## config.mk

```make
export PLATFORM = sky130hd
export DESIGN_NAME = ifs_flags
export DESIGN_NICKNAME = d
export VERILOG_FILES = /design/src/verilog/ifs_pkg.sv /design/src/verilog/ifs_fifo.sv /design/src/verilog/ifs_flags.sv
export SDC_FILE = /design/constraint.sdc
export NUM_CORES = 1
export LEC_CHECK = 0
export ABC_AREA = 0
export BUFFER_PORTS_ARGS = -buffer_cell sky130_fd_sc_hd__buf_2
export CORE_UTILIZATION = 60
export DETAILED_ROUTE_END_ITERATION = 8
export GPL_TIMING_DRIVEN = 0
export PLACE_DENSITY = 0.85
export SYNTH_ARGS = -nofsm -noshare
export SYNTH_HDL_FRONTEND = slang
export SYNTH_SLANG_ARGS = --single-unit
export TNS_END_PERCENT = 50
```

## constraint.sdc

```tcl
create_clock -name mclk -period 3.7 [get_ports mclk]
set_input_delay 0.185 -clock mclk [delete_from_list [all_inputs] [get_ports mclk]]
set_output_delay 0.185 -clock mclk [all_outputs]
set_load 0.01 [all_outputs]
```

## src/verilog/ifs_pkg.sv

```systemverilog
// Package for the I2C FIFO raw status flag block.
package ifs_pkg;

    // ------------------------------------------------------------------
    // FIFO geometry
    // ------------------------------------------------------------------
    localparam int FIFO_DEPTH = 16;
    localparam int CNT_W = 5;
    localparam int DATA_W = 8;

    // ------------------------------------------------------------------
    // Register offsets (byte addresses)
    // ------------------------------------------------------------------
    localparam logic [7:0] ADDR_CTRL = 8'h00;
    localparam logic [7:0] ADDR_TX_THRESH = 8'h04;
    localparam logic [7:0] ADDR_RX_THRESH = 8'h08;
    localparam logic [7:0] ADDR_TX_DATA = 8'h0C;
    localparam logic [7:0] ADDR_RX_DATA = 8'h10;
    localparam logic [7:0] ADDR_MASK = 8'h14;
    localparam logic [7:0] ADDR_RAW_STATUS = 8'h18;
    localparam logic [7:0] ADDR_MASKED_STATUS = 8'h1C;
    localparam logic [7:0] ADDR_CLEAR = 8'h20;
    localparam logic [7:0] ADDR_LEVELS = 8'h24;

    // ------------------------------------------------------------------
    // Field positions
    // ------------------------------------------------------------------
    localparam int BIT_TX_EMPTY = 0;
    localparam int BIT_TX_LOW = 1;
    localparam int BIT_TX_FULL = 2;
    localparam int BIT_TX_OVERRUN = 3;
    localparam int BIT_RX_EMPTY = 4;
    localparam int BIT_RX_HIGH = 5;
    localparam int BIT_RX_FULL = 6;
    localparam int FLAG_W = 7;
    localparam int BIT_CTRL_FLUSH_TX = 0;
    localparam int BIT_CTRL_FLUSH_RX = 1;
    localparam int LEVEL_RX_POS = 8;

    // ------------------------------------------------------------------
    // Reset values
    // ------------------------------------------------------------------
    localparam logic [6:0] RESET_FLAGS = 7'h13;
    localparam logic [6:0] RESET_MASK = 7'h00;
    localparam logic [CNT_W-1:0] RESET_TX_THRESH = 5'h00;
    localparam logic [CNT_W-1:0] RESET_RX_THRESH = 5'h10;

    // Register-port request carried as one bundle.
    typedef struct packed {
        logic [7:0] addr;
        logic [31:0] wdata;
        logic wr;
        logic rd;
    } ifs_req_s;

endpackage

```

## src/verilog/ifs_fifo.sv

```systemverilog
// Flip-flop FIFO with an entry count, used for transmit and receive.
`timescale 1ns/1ps
module ifs_fifo
    import ifs_pkg::*;
(
    input wire logic mclk,
    input wire logic rst_n,
    input wire logic flush,
    input wire logic push,
    input wire logic [DATA_W-1:0] push_data,
    input wire logic pop,
    output logic [DATA_W-1:0] pop_data,
    output logic [CNT_W-1:0] count
);

    logic [DATA_W-1:0] mem [FIFO_DEPTH];
    logic [CNT_W-2:0] wr_ptr;
    logic [CNT_W-2:0] rd_ptr;
    logic do_push;
    logic do_pop;

    // A push into a full FIFO is dropped; the word is lost.
    assign do_push = push && (count != CNT_W'(FIFO_DEPTH));
    assign do_pop = pop && (count != '0);
    assign pop_data = mem[rd_ptr];

    always_ff @(posedge mclk) begin
        if (do_push) begin
            mem[wr_ptr] <= push_data;
        end
    end

    always_ff @(posedge mclk) begin
        if (!rst_n || flush) begin
            wr_ptr <= '0;
            rd_ptr <= '0;
            count <= '0;
        end else begin
            if (do_push) begin
                wr_ptr <= wr_ptr + 1'b1;
            end
            if (do_pop) begin
                rd_ptr <= rd_ptr + 1'b1;
            end
            case ({do_push, do_pop})
                2'b10: count <= count + 1'b1;
                2'b01: count <= count - 1'b1;
                default: count <= count;
            endcase
        end
    end

endmodule // ifs_fifo

```

## src/verilog/ifs_flags.sv

```systemverilog
// Raw and masked FIFO status flags of the I2C controller, with registers.
// How it works
// (RULE1) Transmit-empty, bit 0, resets to one, tracks an empty transmit FIFO.
// (RULE2) Transmit-low, bit 1, resets one, set while count at or below threshold.
// (RULE3) Transmit-full, bit 2, resets zero, set only while transmit FIFO full.
// (RULE4) Transmit-overrun, bit 3, resets zero, set by a write to full FIFO.
// (RULE5) Transmit-overrun is sticky until software writes one to clear register.
// (RULE6) Software never writes into a full transmit FIFO.
// (RULE7) After an overrun software flushes the transmitter with the flush bit.
// (RULE8) Receive-empty, bit 4, resets to one, tracks an empty receive FIFO.
// (RULE9) Receive-high, bit 5, set while receive count at or above threshold.
// (RULE10) Receive-full, bit 6, resets zero, set while receive FIFO is full.
// (RULE11) A flag raises the interrupt only when its mask bit is one.
// (RULE12) Raw status bits 15 to 7 read zero; writes to it do nothing.
//
// Implementation choices: the address map and the strobed register port.
`timescale 1ns/1ps
module ifs_flags
    import ifs_pkg::*;
(
    input wire logic mclk,
    input wire logic rst_n,
    input wire logic [7:0] addr,
    input wire logic [31:0] wdata,
    input wire logic wr_en,
    input wire logic rd_en,
    output logic [31:0] rdata,
    input wire logic eng_rx_push,
    input wire logic [DATA_W-1:0] eng_rx_data,
    input wire logic eng_tx_pop,
    output logic [DATA_W-1:0] eng_tx_data,
    output logic [CNT_W-1:0] tx_count,
    output logic irq
);

    // ------------------------------------------------------------------
    // Register port decode
    // ------------------------------------------------------------------
    ifs_req_s req;
    assign req = '{addr: addr, wdata: wdata, wr: wr_en, rd: rd_en};

    function automatic logic hit(input logic [7:0] a, input logic [7:0] o);
        return a == o;
    endfunction

    logic wr_ctrl;
    logic wr_txd;
    logic rd_rxd;
    logic wr_clr;
    assign wr_ctrl = req.wr && hit(req.addr, ADDR_CTRL);
    assign wr_txd = req.wr && hit(req.addr, ADDR_TX_DATA);
    assign rd_rxd = req.rd && hit(req.addr, ADDR_RX_DATA);
    assign wr_clr = req.wr && hit(req.addr, ADDR_CLEAR);

    // ------------------------------------------------------------------
    // Control, thresholds and mask
    // ------------------------------------------------------------------
    logic [CNT_W-1:0] tx_thresh;
    logic [CNT_W-1:0] rx_thresh;
    logic [FLAG_W-1:0] mask;
    logic flush_tx;
    logic flush_rx;

    always_ff @(posedge mclk) begin
        if (!rst_n) begin
            tx_thresh <= RESET_TX_THRESH;
            rx_thresh <= RESET_RX_THRESH;
            mask <= RESET_MASK;
        end else if (req.wr) begin
            if (hit(req.addr, ADDR_TX_THRESH)) begin
                tx_thresh <= req.wdata[CNT_W-1:0];
            end else if (hit(req.addr, ADDR_RX_THRESH)) begin
                rx_thresh <= req.wdata[CNT_W-1:0];
            end else if (hit(req.addr, ADDR_MASK)) begin
                mask <= req.wdata[FLAG_W-1:0];
            end
        end
    end

    // Flush bits self-clear: each write of one is a single-cycle flush.
    always_ff @(posedge mclk) begin
        if (!rst_n) begin
            flush_tx <= 1'b0;
            flush_rx <= 1'b0;
        end else begin
            flush_tx <= wr_ctrl && req.wdata[BIT_CTRL_FLUSH_TX];
            flush_rx <= wr_ctrl && req.wdata[BIT_CTRL_FLUSH_RX];
        end
    end

    // ------------------------------------------------------------------
    // FIFOs
    // ------------------------------------------------------------------
    logic [CNT_W-1:0] rx_count;
    logic [DATA_W-1:0] rx_head;

    // Software is expected to avoid writing a full transmit FIFO. (RULE6)
    ifs_fifo u_tx_fifo (
        .mclk(mclk),
        .rst_n(rst_n),
        .flush(flush_tx),
        .push(wr_txd),
        .push_data(req.wdata[DATA_W-1:0]),
        .pop(eng_tx_pop),
        .pop_data(eng_tx_data),
        .count(tx_count)
    );

    ifs_fifo u_rx_fifo (
        .mclk(mclk),
        .rst_n(rst_n),
        .flush(flush_rx),
        .push(eng_rx_push),
        .push_data(eng_rx_data),
        .pop(rd_rxd),
        .pop_data(rx_head),
        .count(rx_count)
    );

    // ------------------------------------------------------------------
    // Raw flags
    // ------------------------------------------------------------------
    logic [FLAG_W-1:0] raw;
    logic [FLAG_W-1:0] level;
    logic tx_overrun;
    logic tx_full_now;

    assign tx_full_now = tx_count == CNT_W'(FIFO_DEPTH);

    // Level flags are registered from the counts so they lag by one cycle
    // and read as clean flip-flop outputs.
    always_ff @(posedge mclk) begin
        if (!rst_n) begin
            level[BIT_TX_EMPTY] <= RESET_FLAGS[BIT_TX_EMPTY];
            level[BIT_TX_LOW] <= RESET_FLAGS[BIT_TX_LOW];
            level[BIT_TX_FULL] <= RESET_FLAGS[BIT_TX_FULL];
            level[BIT_TX_OVERRUN] <= 1'b0;
            level[BIT_RX_EMPTY] <= RESET_FLAGS[BIT_RX_EMPTY];
            level[BIT_RX_HIGH] <= RESET_FLAGS[BIT_RX_HIGH];
            level[BIT_RX_FULL] <= RESET_FLAGS[BIT_RX_FULL];
        end else begin
            level[BIT_TX_EMPTY] <= tx_count == '0; // RULE1
            level[BIT_TX_LOW] <= tx_count <= tx_thresh; // RULE2
            level[BIT_TX_FULL] <= tx_full_now; // RULE3
            level[BIT_TX_OVERRUN] <= 1'b0;
            level[BIT_RX_EMPTY] <= rx_count == '0; // RULE8
            level[BIT_RX_HIGH] <= rx_count >= rx_thresh; // RULE9
            level[BIT_RX_FULL] <= rx_count == CNT_W'(FIFO_DEPTH); // RULE10
        end
    end

    // Overrun is sticky; a new overrun beats a clear in the same cycle.
    // A flush does not clear it, so software sees it until acknowledged.
    always_ff @(posedge mclk) begin
        if (!rst_n) begin
            tx_overrun <= RESET_FLAGS[BIT_TX_OVERRUN];
        end else if (wr_txd && tx_full_now) begin
            tx_overrun <= 1'b1; // RULE4
        end else if (wr_clr && req.wdata[BIT_TX_OVERRUN]) begin
            tx_overrun <= 1'b0; // RULE5
        end
    end

    // Each flag has one owning process; the sticky bit is merged here.
    always_comb begin
        raw = level;
        raw[BIT_TX_OVERRUN] = tx_overrun;
    end

    // The flush that software issues after an overrun empties the FIFO. (RULE7)

    // ------------------------------------------------------------------
    // Interrupt
    // ------------------------------------------------------------------
    logic [FLAG_W-1:0] masked;
    assign masked = raw & mask; // RULE11
    assign irq = |masked; // RULE11

    // ------------------------------------------------------------------
    // Read data, one cycle after the strobe
    // ------------------------------------------------------------------
    logic [31:0] next_rdata;

    always_comb begin
        next_rdata = 32'h0000_0000;
        if (hit(req.addr, ADDR_CTRL)) begin
            next_rdata = 32'h0000_0000;
        end else if (hit(req.addr, ADDR_TX_THRESH)) begin
            next_rdata = 32'(tx_thresh);
        end else if (hit(req.addr, ADDR_RX_THRESH)) begin
            next_rdata = 32'(rx_thresh);
        end else if (hit(req.addr, ADDR_RX_DATA)) begin
            next_rdata = 32'(rx_head);
        end else if (hit(req.addr, ADDR_MASK)) begin
            next_rdata = 32'(mask);
        end else if (hit(req.addr, ADDR_RAW_STATUS)) begin
            next_rdata = 32'(raw); // RULE12
        end else if (hit(req.addr, ADDR_MASKED_STATUS)) begin
            next_rdata = 32'(masked);
        end else if (hit(req.addr, ADDR_LEVELS)) begin
            next_rdata = 32'(tx_count) | (32'(rx_count) << LEVEL_RX_POS);
        end
    end

    // Data stand only in the cycle after the read strobe.
    always_ff @(posedge mclk) begin
        if (!rst_n) begin
            rdata <= 32'h0000_0000;
        end else if (req.rd) begin
            rdata <= next_rdata;
        end else begin
            rdata <= 32'h0000_0000;
        end
    end

endmodule // ifs_flags

```

==> results of run 1 <==
cells in the final DEF (no fill, tap or decap), drive strengths merged, types with 5 or more instances in the layout:
master,instances
clkbuf,66
nor2,59
nor2b,12
o22ai,11
and2,9
nand2,44
ha,28
inv,27
nor3,11
a21boi,9
a31oi,5
conb,19
nand4,8
a21oi,27
mux2i,20
mux4,72
bufinv,6
nand2b,13
o21ai,12
nand3,9
a22oi,5
clkinv,12
dfxtp,73
xor2,12
edfxtp,256
xnor2,6
or3,7
buf,96
layer usage:
metal / part of all wire / routed length [um]
met5: 0 / 0
met4: 0.039 / 1170
met3: 0.085 / 2550
met2: 0.50 / 14900
met1: 0.38 / 11400
cell families (layout without fill, tap and decap cells):
logic type / Yosys count / in the layout / synth area share
xor gates and xnor gates: 18 / 18 / 0.0116
adders and majority gates: 28 / 28 / 0.0257
AOI/OAI and AO/OA: 106 / 106 / 0.0539
DFF: 329 / 329 / 0.672
muxes: 93 / 93 / 0.135
and+or+nand+nor: 191 / 191 / 0.0708
other: 1 / 19 / 0.000275
buffers and inverters: 87 / 207 / 0.0313
what timing repair did:
action,4_1_cts,5_1_grt
setup buffers,0,1
setup endpoints to repair,0,1
hold buffers,0,0
worst max-delay path: stages, from the launching register on:
cell      delay (ns)
dfxtp_1         0.32
clkbuf_1        0.32
nor4_1          0.16
a21boi_1        0.63
inv_1           0.16
ha_1            0.35
xor2_1          0.18
ha_1            0.22
a211o_1         0.28
a21oi_1         0.14
a221oi_1        0.07
or3_1           0.32
a21oi_1         0.14
sequential cells by signal, indices dropped and copies added (netlist names), 5 cells and up, named ones only:
| name | flops |
|---|---|
| mask | 7 |
| rdata | 13 |
| u_rx_fifo.mem | 128 |
| u_tx_fifo.mem | 128 |
| level | 6 |
| rx_thresh | 5 |
| tx_thresh | 5 |
| u_rx_fifo.count | 5 |
| u_tx_fifo.count | 5 |
path summary, 6_finish.rpt:
path | from | end | slack (ns) | cells after the start
worst min register to register | mask[1]$_SDFFE_PN0P_ | mask[1]$_SDFFE_PN0P_ | 0.49 | 2
worst max register to register | u_rx_fifo.count[1]$_SDFFE_PP0P_ | u_rx_fifo.count[4]$_SDFFE_PP0P_ | 0.33 | 12
worst min-delay path | eng_rx_data[1] | u_rx_fifo.mem[3][1]$_DFFE_PP_ | 0.04 | 1
worst max-delay path | u_rx_fifo.count[1]$_SDFFE_PP0P_ | u_rx_fifo.count[4]$_SDFFE_PP0P_ | 0.33 | 12
layout make-up:
type	instances	share of cell area
Buffer	61	0.0211
Clock buffer	43	0.0608
Clock inverter	19	0.0174
Inverter	26	0.00627
Multi-Input combinational cell	455	0.265
Sequential cell	329	0.588
Tap cell	280	0.0225
Timing Repair Buffer	58	0.0191
power by group through the flow:
stage	Clock [mW]	Combinational [mW]	Sequential, mW
finish	3.65	0.216	4.01
global route	3.82	0.232	4.01
CTS	3.68	0.212	4.01
detailed placement	0	0.209	4.09
global placement	0	0.201	4.09
floorplan	0	0.114	4.09
==> impl_metrics.env, run 1 <==
export IMPL_worstMarginPinSlew_ns=1.39
export IMPL_hold_violations=0
export IMPL_via_per_inst=6.24
export IMPL_globalRouteMet3Util=0.0523
export IMPL_wl_per_cell_um=23.6
export IMPL_p_leak_nw=5.32
export IMPL_powerDensity_nw_per_um2=506
export IMPL_cts_buffers=34
export IMPL_ant_nets=0
export IMPL_synth_common_cells="edfxtp_1, dfxtp_1, mux4_2, nor2_1, nand2_1"
export IMPL_dp_hpwl_mm=19.3
export IMPL_fin_worst_hold_slack_ns=0.0354
export IMPL_final_setup_worst_slack_ns=0.327
export IMPL_route_detailed_drc=3
export IMPL_relSlewSlack=0.0691
export IMPL_fin_tns_setup_ns=0
export IMPL_finalWeightedCongestion=0.915
export IMPL_synth_most_common_cell="edfxtp_1"
export IMPL_insertion_delay_ns=0.53
export IMPL_grtUsageMet2=0.441
export IMPL_ys_flop_type="edfxtp_1"
export IMPL_htreeDepth=2
export IMPL_netlist_top_cells_area="edfxtp_1, mux4_2, dfxtp_1"
export IMPL_gr_usage_met1=0.342
export IMPL_ys_seq_area_frac=0.672
export IMPL_fin_crit_sh=0.912
export IMPL_final_area_um2=15600
export IMPL_cp_end_kind="flop"
export IMPL_place_area_um2=14300
export IMPL_clkPwrFrac=0.464
export IMPL_die_w_um=153
export IMPL_utilization=0.706
export IMPL_io_buffers=53
export IMPL_cts_root_buf="clkbuf_16"
export IMPL_synth_warnings=0
export IMPL_synth_distinct_cells=59
export IMPL_clockBufferDepth=3
export IMPL_hp_class="input pin to flop"
export IMPL_vdd_drop_max_mv=0.507
export IMPL_fill_cells=1366
export IMPL_synth_edf_count=256
export IMPL_start_util=0.618
export IMPL_critPathArrivalTime_ns=3.82
export IMPL_syn_inst=853
export IMPL_netlist_area_um2=13600
export IMPL_dp_cells=1208
export IMPL_critPathKind="flop to flop"
export IMPL_top_usage_layer="met2"
export IMPL_grt_pass1_wl_mm=46.1
export IMPL_clk_pin_slew_ns=0.06
export IMPL_combPwrFrac=0.027
export IMPL_ioPinCount=100
export IMPL_first_iter_violations=760
export IMPL_drive_above_1_share=0.227
export IMPL_intPower_mw=6.32
export IMPL_synth_avg_cell_area_um2=16.0
export IMPL_finalWirelength_mm=30.0
export IMPL_grt_pass1_vias=7839
export IMPL_maxCapViolations=0
export IMPL_start_kind="flop"
export IMPL_failed_checks="design-rule violations"
export IMPL_core_area_um2=22000
export IMPL_path_max_fanout=9
export IMPL_fin_cells=1271
export IMPL_switching_share=0.198
export IMPL_dr_pass1_iters=9
export IMPL_max_freq_ghz=0.296
export IMPL_area_growth_pct=14.3
export IMPL_nets=1047
export IMPL_finClkSkew_ns=0.0290
export IMPL_fin_crit_ns=3.37
export IMPL_seqPwrFrac=0.509
export IMPL_drv_slew=0
export IMPL_seq_area_um2=9150
export IMPL_netlist_area_leader_share=0.564
export IMPL_antenna_found_initial=1
export IMPL_overflow=0
export IMPL_die_area_um2=23300
export IMPL_num_antenna_cells=0
export IMPL_total_power_mw=7.88
export IMPL_tritoncts="done"
export IMPL_rsz0062_at_grt="no"
export IMPL_multi_input_area_um2=4120
export IMPL_place_ws_ns=0.0838
export IMPL_status="complete, but fails checks"
export IMPL_rows=54
export IMPL_async_flop_share=0
export IMPL_cts_resized=0
export IMPL_track_usage=0.265
export IMPL_grt_max_degree=21
export IMPL_die_y_um=153
export IMPL_cts_sinks=329
export IMPL_setup_violations_final=0
export IMPL_synth_seq_cells=329
export IMPL_synth_largest_area_cell="edfxtp_1"
export IMPL_p_switching_mw=1.56
export IMPL_vias=7926
export IMPL_cp_required_ns=4.14
(Power assumes the default switching activity.)
==> run 2: changes to the inputs <==
--- a/config.mk
+++ b/config.mk
@@ -11,7 +11,9 @@
 export DETAILED_ROUTE_END_ITERATION = 8
 export GPL_TIMING_DRIVEN = 0
 export PLACE_DENSITY = 0.85
+export RECOVER_POWER = 100
 export SYNTH_ARGS = -nofsm -noshare
 export SYNTH_HDL_FRONTEND = slang
+export SYNTH_HIERARCHICAL = 1
 export SYNTH_SLANG_ARGS = --single-unit
 export TNS_END_PERCENT = 50
==> run 2 against run 1 <==
Against the previous run:
- the flow finishes with violations (max-capacitance violations, max-slew violations)
- critical endpoint is now eng_tx_data[6]
- cell area grew 0.64%
- cell count is 4.7% higher
- via count is 6.2% higher
- fmax up 2.5%
- area after synthesis is 1.9% higher
- largest cell class unchanged
- non-clock buffer count shrank 1
- clock skew down 0.0078 ns
- global-route usage shrank 0.054 points
- count of clock-buffer cells in the layout fell by 3
- synthesized cell count up 6.7%
- clock power increased by 1%
- sequential power increased by 2%
==> impl_metrics.env, run 2 <==
export IMPL_fin_tns_setup_ns=0
export IMPL_cts_buffers=34
export IMPL_netlist_top_cells_area="edfxtp_1, dfxtp_1, mux4_2"
export IMPL_final_cell_mix="edfxtp_1, clkbuf_1, dfxtp_1"
export IMPL_num_antenna_cells=0
export IMPL_die_y_um=154
export IMPL_finClkSkew_ns=0.0212
export IMPL_worstMarginPinSlew_ns=1.54
export IMPL_cts_root_buf="clkbuf_16"
export IMPL_first_iter_violations=821
export IMPL_rsz0062_at_grt="no"
export IMPL_grt_max_degree=21
export IMPL_track_usage=0.265
export IMPL_grt_pass1_wl_mm=46.9
export IMPL_overflow=0
export IMPL_mostFrequentLayoutCell="edfxtp_1"
export IMPL_drive_above_1_share=0.163
export IMPL_core_area_um2=22600
export IMPL_cp_end_kind="output pin"
export IMPL_insertion_delay_ns=0.52
export IMPL_dp_hpwl_mm=19.1
export IMPL_htreeDepth=2
export IMPL_cp_required_ns=3.51
export IMPL_ys_flop_type="edfxtp_1"
export IMPL_synth_warnings=6
export IMPL_synth_seq_cells=329
export IMPL_path_max_fanout=10
export IMPL_dr_pass1_iters=5
export IMPL_clockBufferDepth=3
export IMPL_cts_resized=0
export IMPL_hold_violations=0
export IMPL_antenna_found_initial=0
export IMPL_area_growth_pct=12.8
export IMPL_clk_pin_slew_ns=0.06
export IMPL_failed_checks="max-capacitance violations, max-slew violations"
export IMPL_place_ws_ns=0.402
export IMPL_max_freq_ghz=0.304
export IMPL_multi_input_area_um2=4260
export IMPL_p_leak_nw=5.32
export IMPL_setup_violations_final=0
export IMPL_ant_nets=0
export IMPL_tritoncts="done"
export IMPL_synth_avg_cell_area_um2=15.3
export IMPL_finalWeightedCongestion=0.874
export IMPL_synth_distinct_cells=61
export IMPL_synth_edf_count=256
export IMPL_final_area_um2=15700
export IMPL_final_setup_worst_slack_ns=0.409
export IMPL_post_cts_buffers=0
export IMPL_drv_slew=8
export IMPL_ys_seq_area_frac=0.659
export IMPL_start_kind="flop"
export IMPL_die_area_um2=23800
export IMPL_relSlewSlack=-0.0433
export IMPL_vias=8418
export IMPL_synth_largest_area_cell="edfxtp_1"
export IMPL_seq_area_um2=9150
export IMPL_netlist_area_leader_share=0.554
export IMPL_netlist_area_um2=13900
export IMPL_hp_class="input pin to flop"
export IMPL_synth_most_common_cell="edfxtp_1"
export IMPL_critPathKind="flop to output pin"
export IMPL_wl_per_cell_um=22.9
export IMPL_nets=1100
export IMPL_critPathArrivalTime_ns=3.11
export IMPL_powerDensity_nw_per_um2=554
export IMPL_maxCapViolations=1
export IMPL_io_buffers=55
export IMPL_synth_common_cells="edfxtp_1, dfxtp_1, mux4_2, nor2_1, nand2_1"
export IMPL_cts_sinks=329
export IMPL_via_per_inst=6.32
export IMPL_fin_crit_sh=0.889
export IMPL_fill_cells=1461
export IMPL_fin_crit_ns=3.29
export IMPL_vdd_drop_max_mv=0.490
export IMPL_start_util=0.613
export IMPL_fin_worst_hold_slack_ns=0.0926
export IMPL_syn_inst=910
export IMPL_grt_pass1_vias=8303
export IMPL_rows=55
export IMPL_status="complete, but fails checks"
export IMPL_die_w_um=154
export IMPL_finalWirelength_mm=30.5
export IMPL_async_flop_share=0
export IMPL_place_area_um2=14600
export IMPL_ioPinCount=100
export IMPL_route_detailed_drc=0
export IMPL_reg_top3="u_rx_fifo/mem x128, u_tx_fifo/mem x128, rdata x13"
run 2: cell count changes after synthesis, sizes merged, moves of 10 or more:
| cell | delta |
|---|---|
| nand2 | +12 |
| a22oi | +28 |
| o21ai | +10 |
| o211ai | +11 |
| nand3 | +20 |
run 2: logic make-up after synthesis:
logic type,Yosys count,share of synthesized area
AOI/OAI and AO/OA,117,0.0622
xor gates and xnor gates,14,0.00883
adders and majority gates,26,0.0234
buffers and inverters,94,0.0333
DFF,329,0.659
muxes,81,0.116
other,1,0.000270
and+or+nand+nor,248,0.0971
run 2: worst paths after layout:
kind | start | end | slack, ns | cells after the start
max | flop | eng_tx_data[6] | 0.41 | 6
max reg2reg | u_rx_fifo/count[1]$_SDFFE_PP0P_ | u_rx_fifo/count[4]$_SDFFE_PP0P_ | 0.49 | 10
min | eng_rx_push | u_rx_fifo/wr_ptr[3]$_SDFFE_PP0P_ | 0.09 | 4
min reg2reg | u_tx_fifo/rd_ptr[3]$_SDFFE_PP0P_ | flop | 0.51 | 2
run 2: through the flow:
| stage | total power [mW] | util | cells |
|---|---|---|---|
| final | 8.68 | 0.692 | 1331 |
| after global routing | 8.95 | 0.692 | 1331 |
| after CTS | 8.77 | 0.698 | 1331 |
| after global placement | 5.04 | 0.644 | 1268 |
| after detailed placement | 5.08 | 0.644 | 1268 |
| after floorplan | 4.81 | - | 928 |
run 2: timing repair:
action,CTS,global route
setup endpoints to repair,0,0
hold buffers,1,0
hold endpoints to repair,1,0
run 2: cell type report:
cell class | count | share of cell area
Inverter | 32 | 0.00767
Multi-Input combinational cell | 505 | 0.272
Sequential cell | 329 | 0.584
Timing Repair Buffer | 56 | 0.0149
Clock buffer | 40 | 0.0564
Buffer | 62 | 0.0208
Tap cell | 285 | 0.0228
Clock inverter | 22 | 0.0212
run 2: where the power goes:
group	switching (mW)	internal, mW	leakage, nW
registers	0.0688	4.04	2.90
clock network	1.42	2.28	0.583
logic	0.492	0.374	1.84
run 2: worst max-delay path: stages (launching register included):
cell and delay [ns]:
dfxtp_1 0.33, clkbuf_1 0.32, clkbuf_1 0.71, mux4_2 0.64, a22oi_1 0.31, nand2_1 0.12, buf_2 0.15
run 2: layer usage:
metal | routed length [um] | share of wire | GRT usage | vias up
met2 | 15600 | 0.51 | 0.454 | 456
met3 | 2580 | 0.084 | 0.0437 | 67
met5 | 0 | 0 | 0 | -
met4 | 699 | 0.023 | 0.0890 | 0
li1 | - | - | - | 3702
met1 | 11700 | 0.38 | 0.346 | 4193
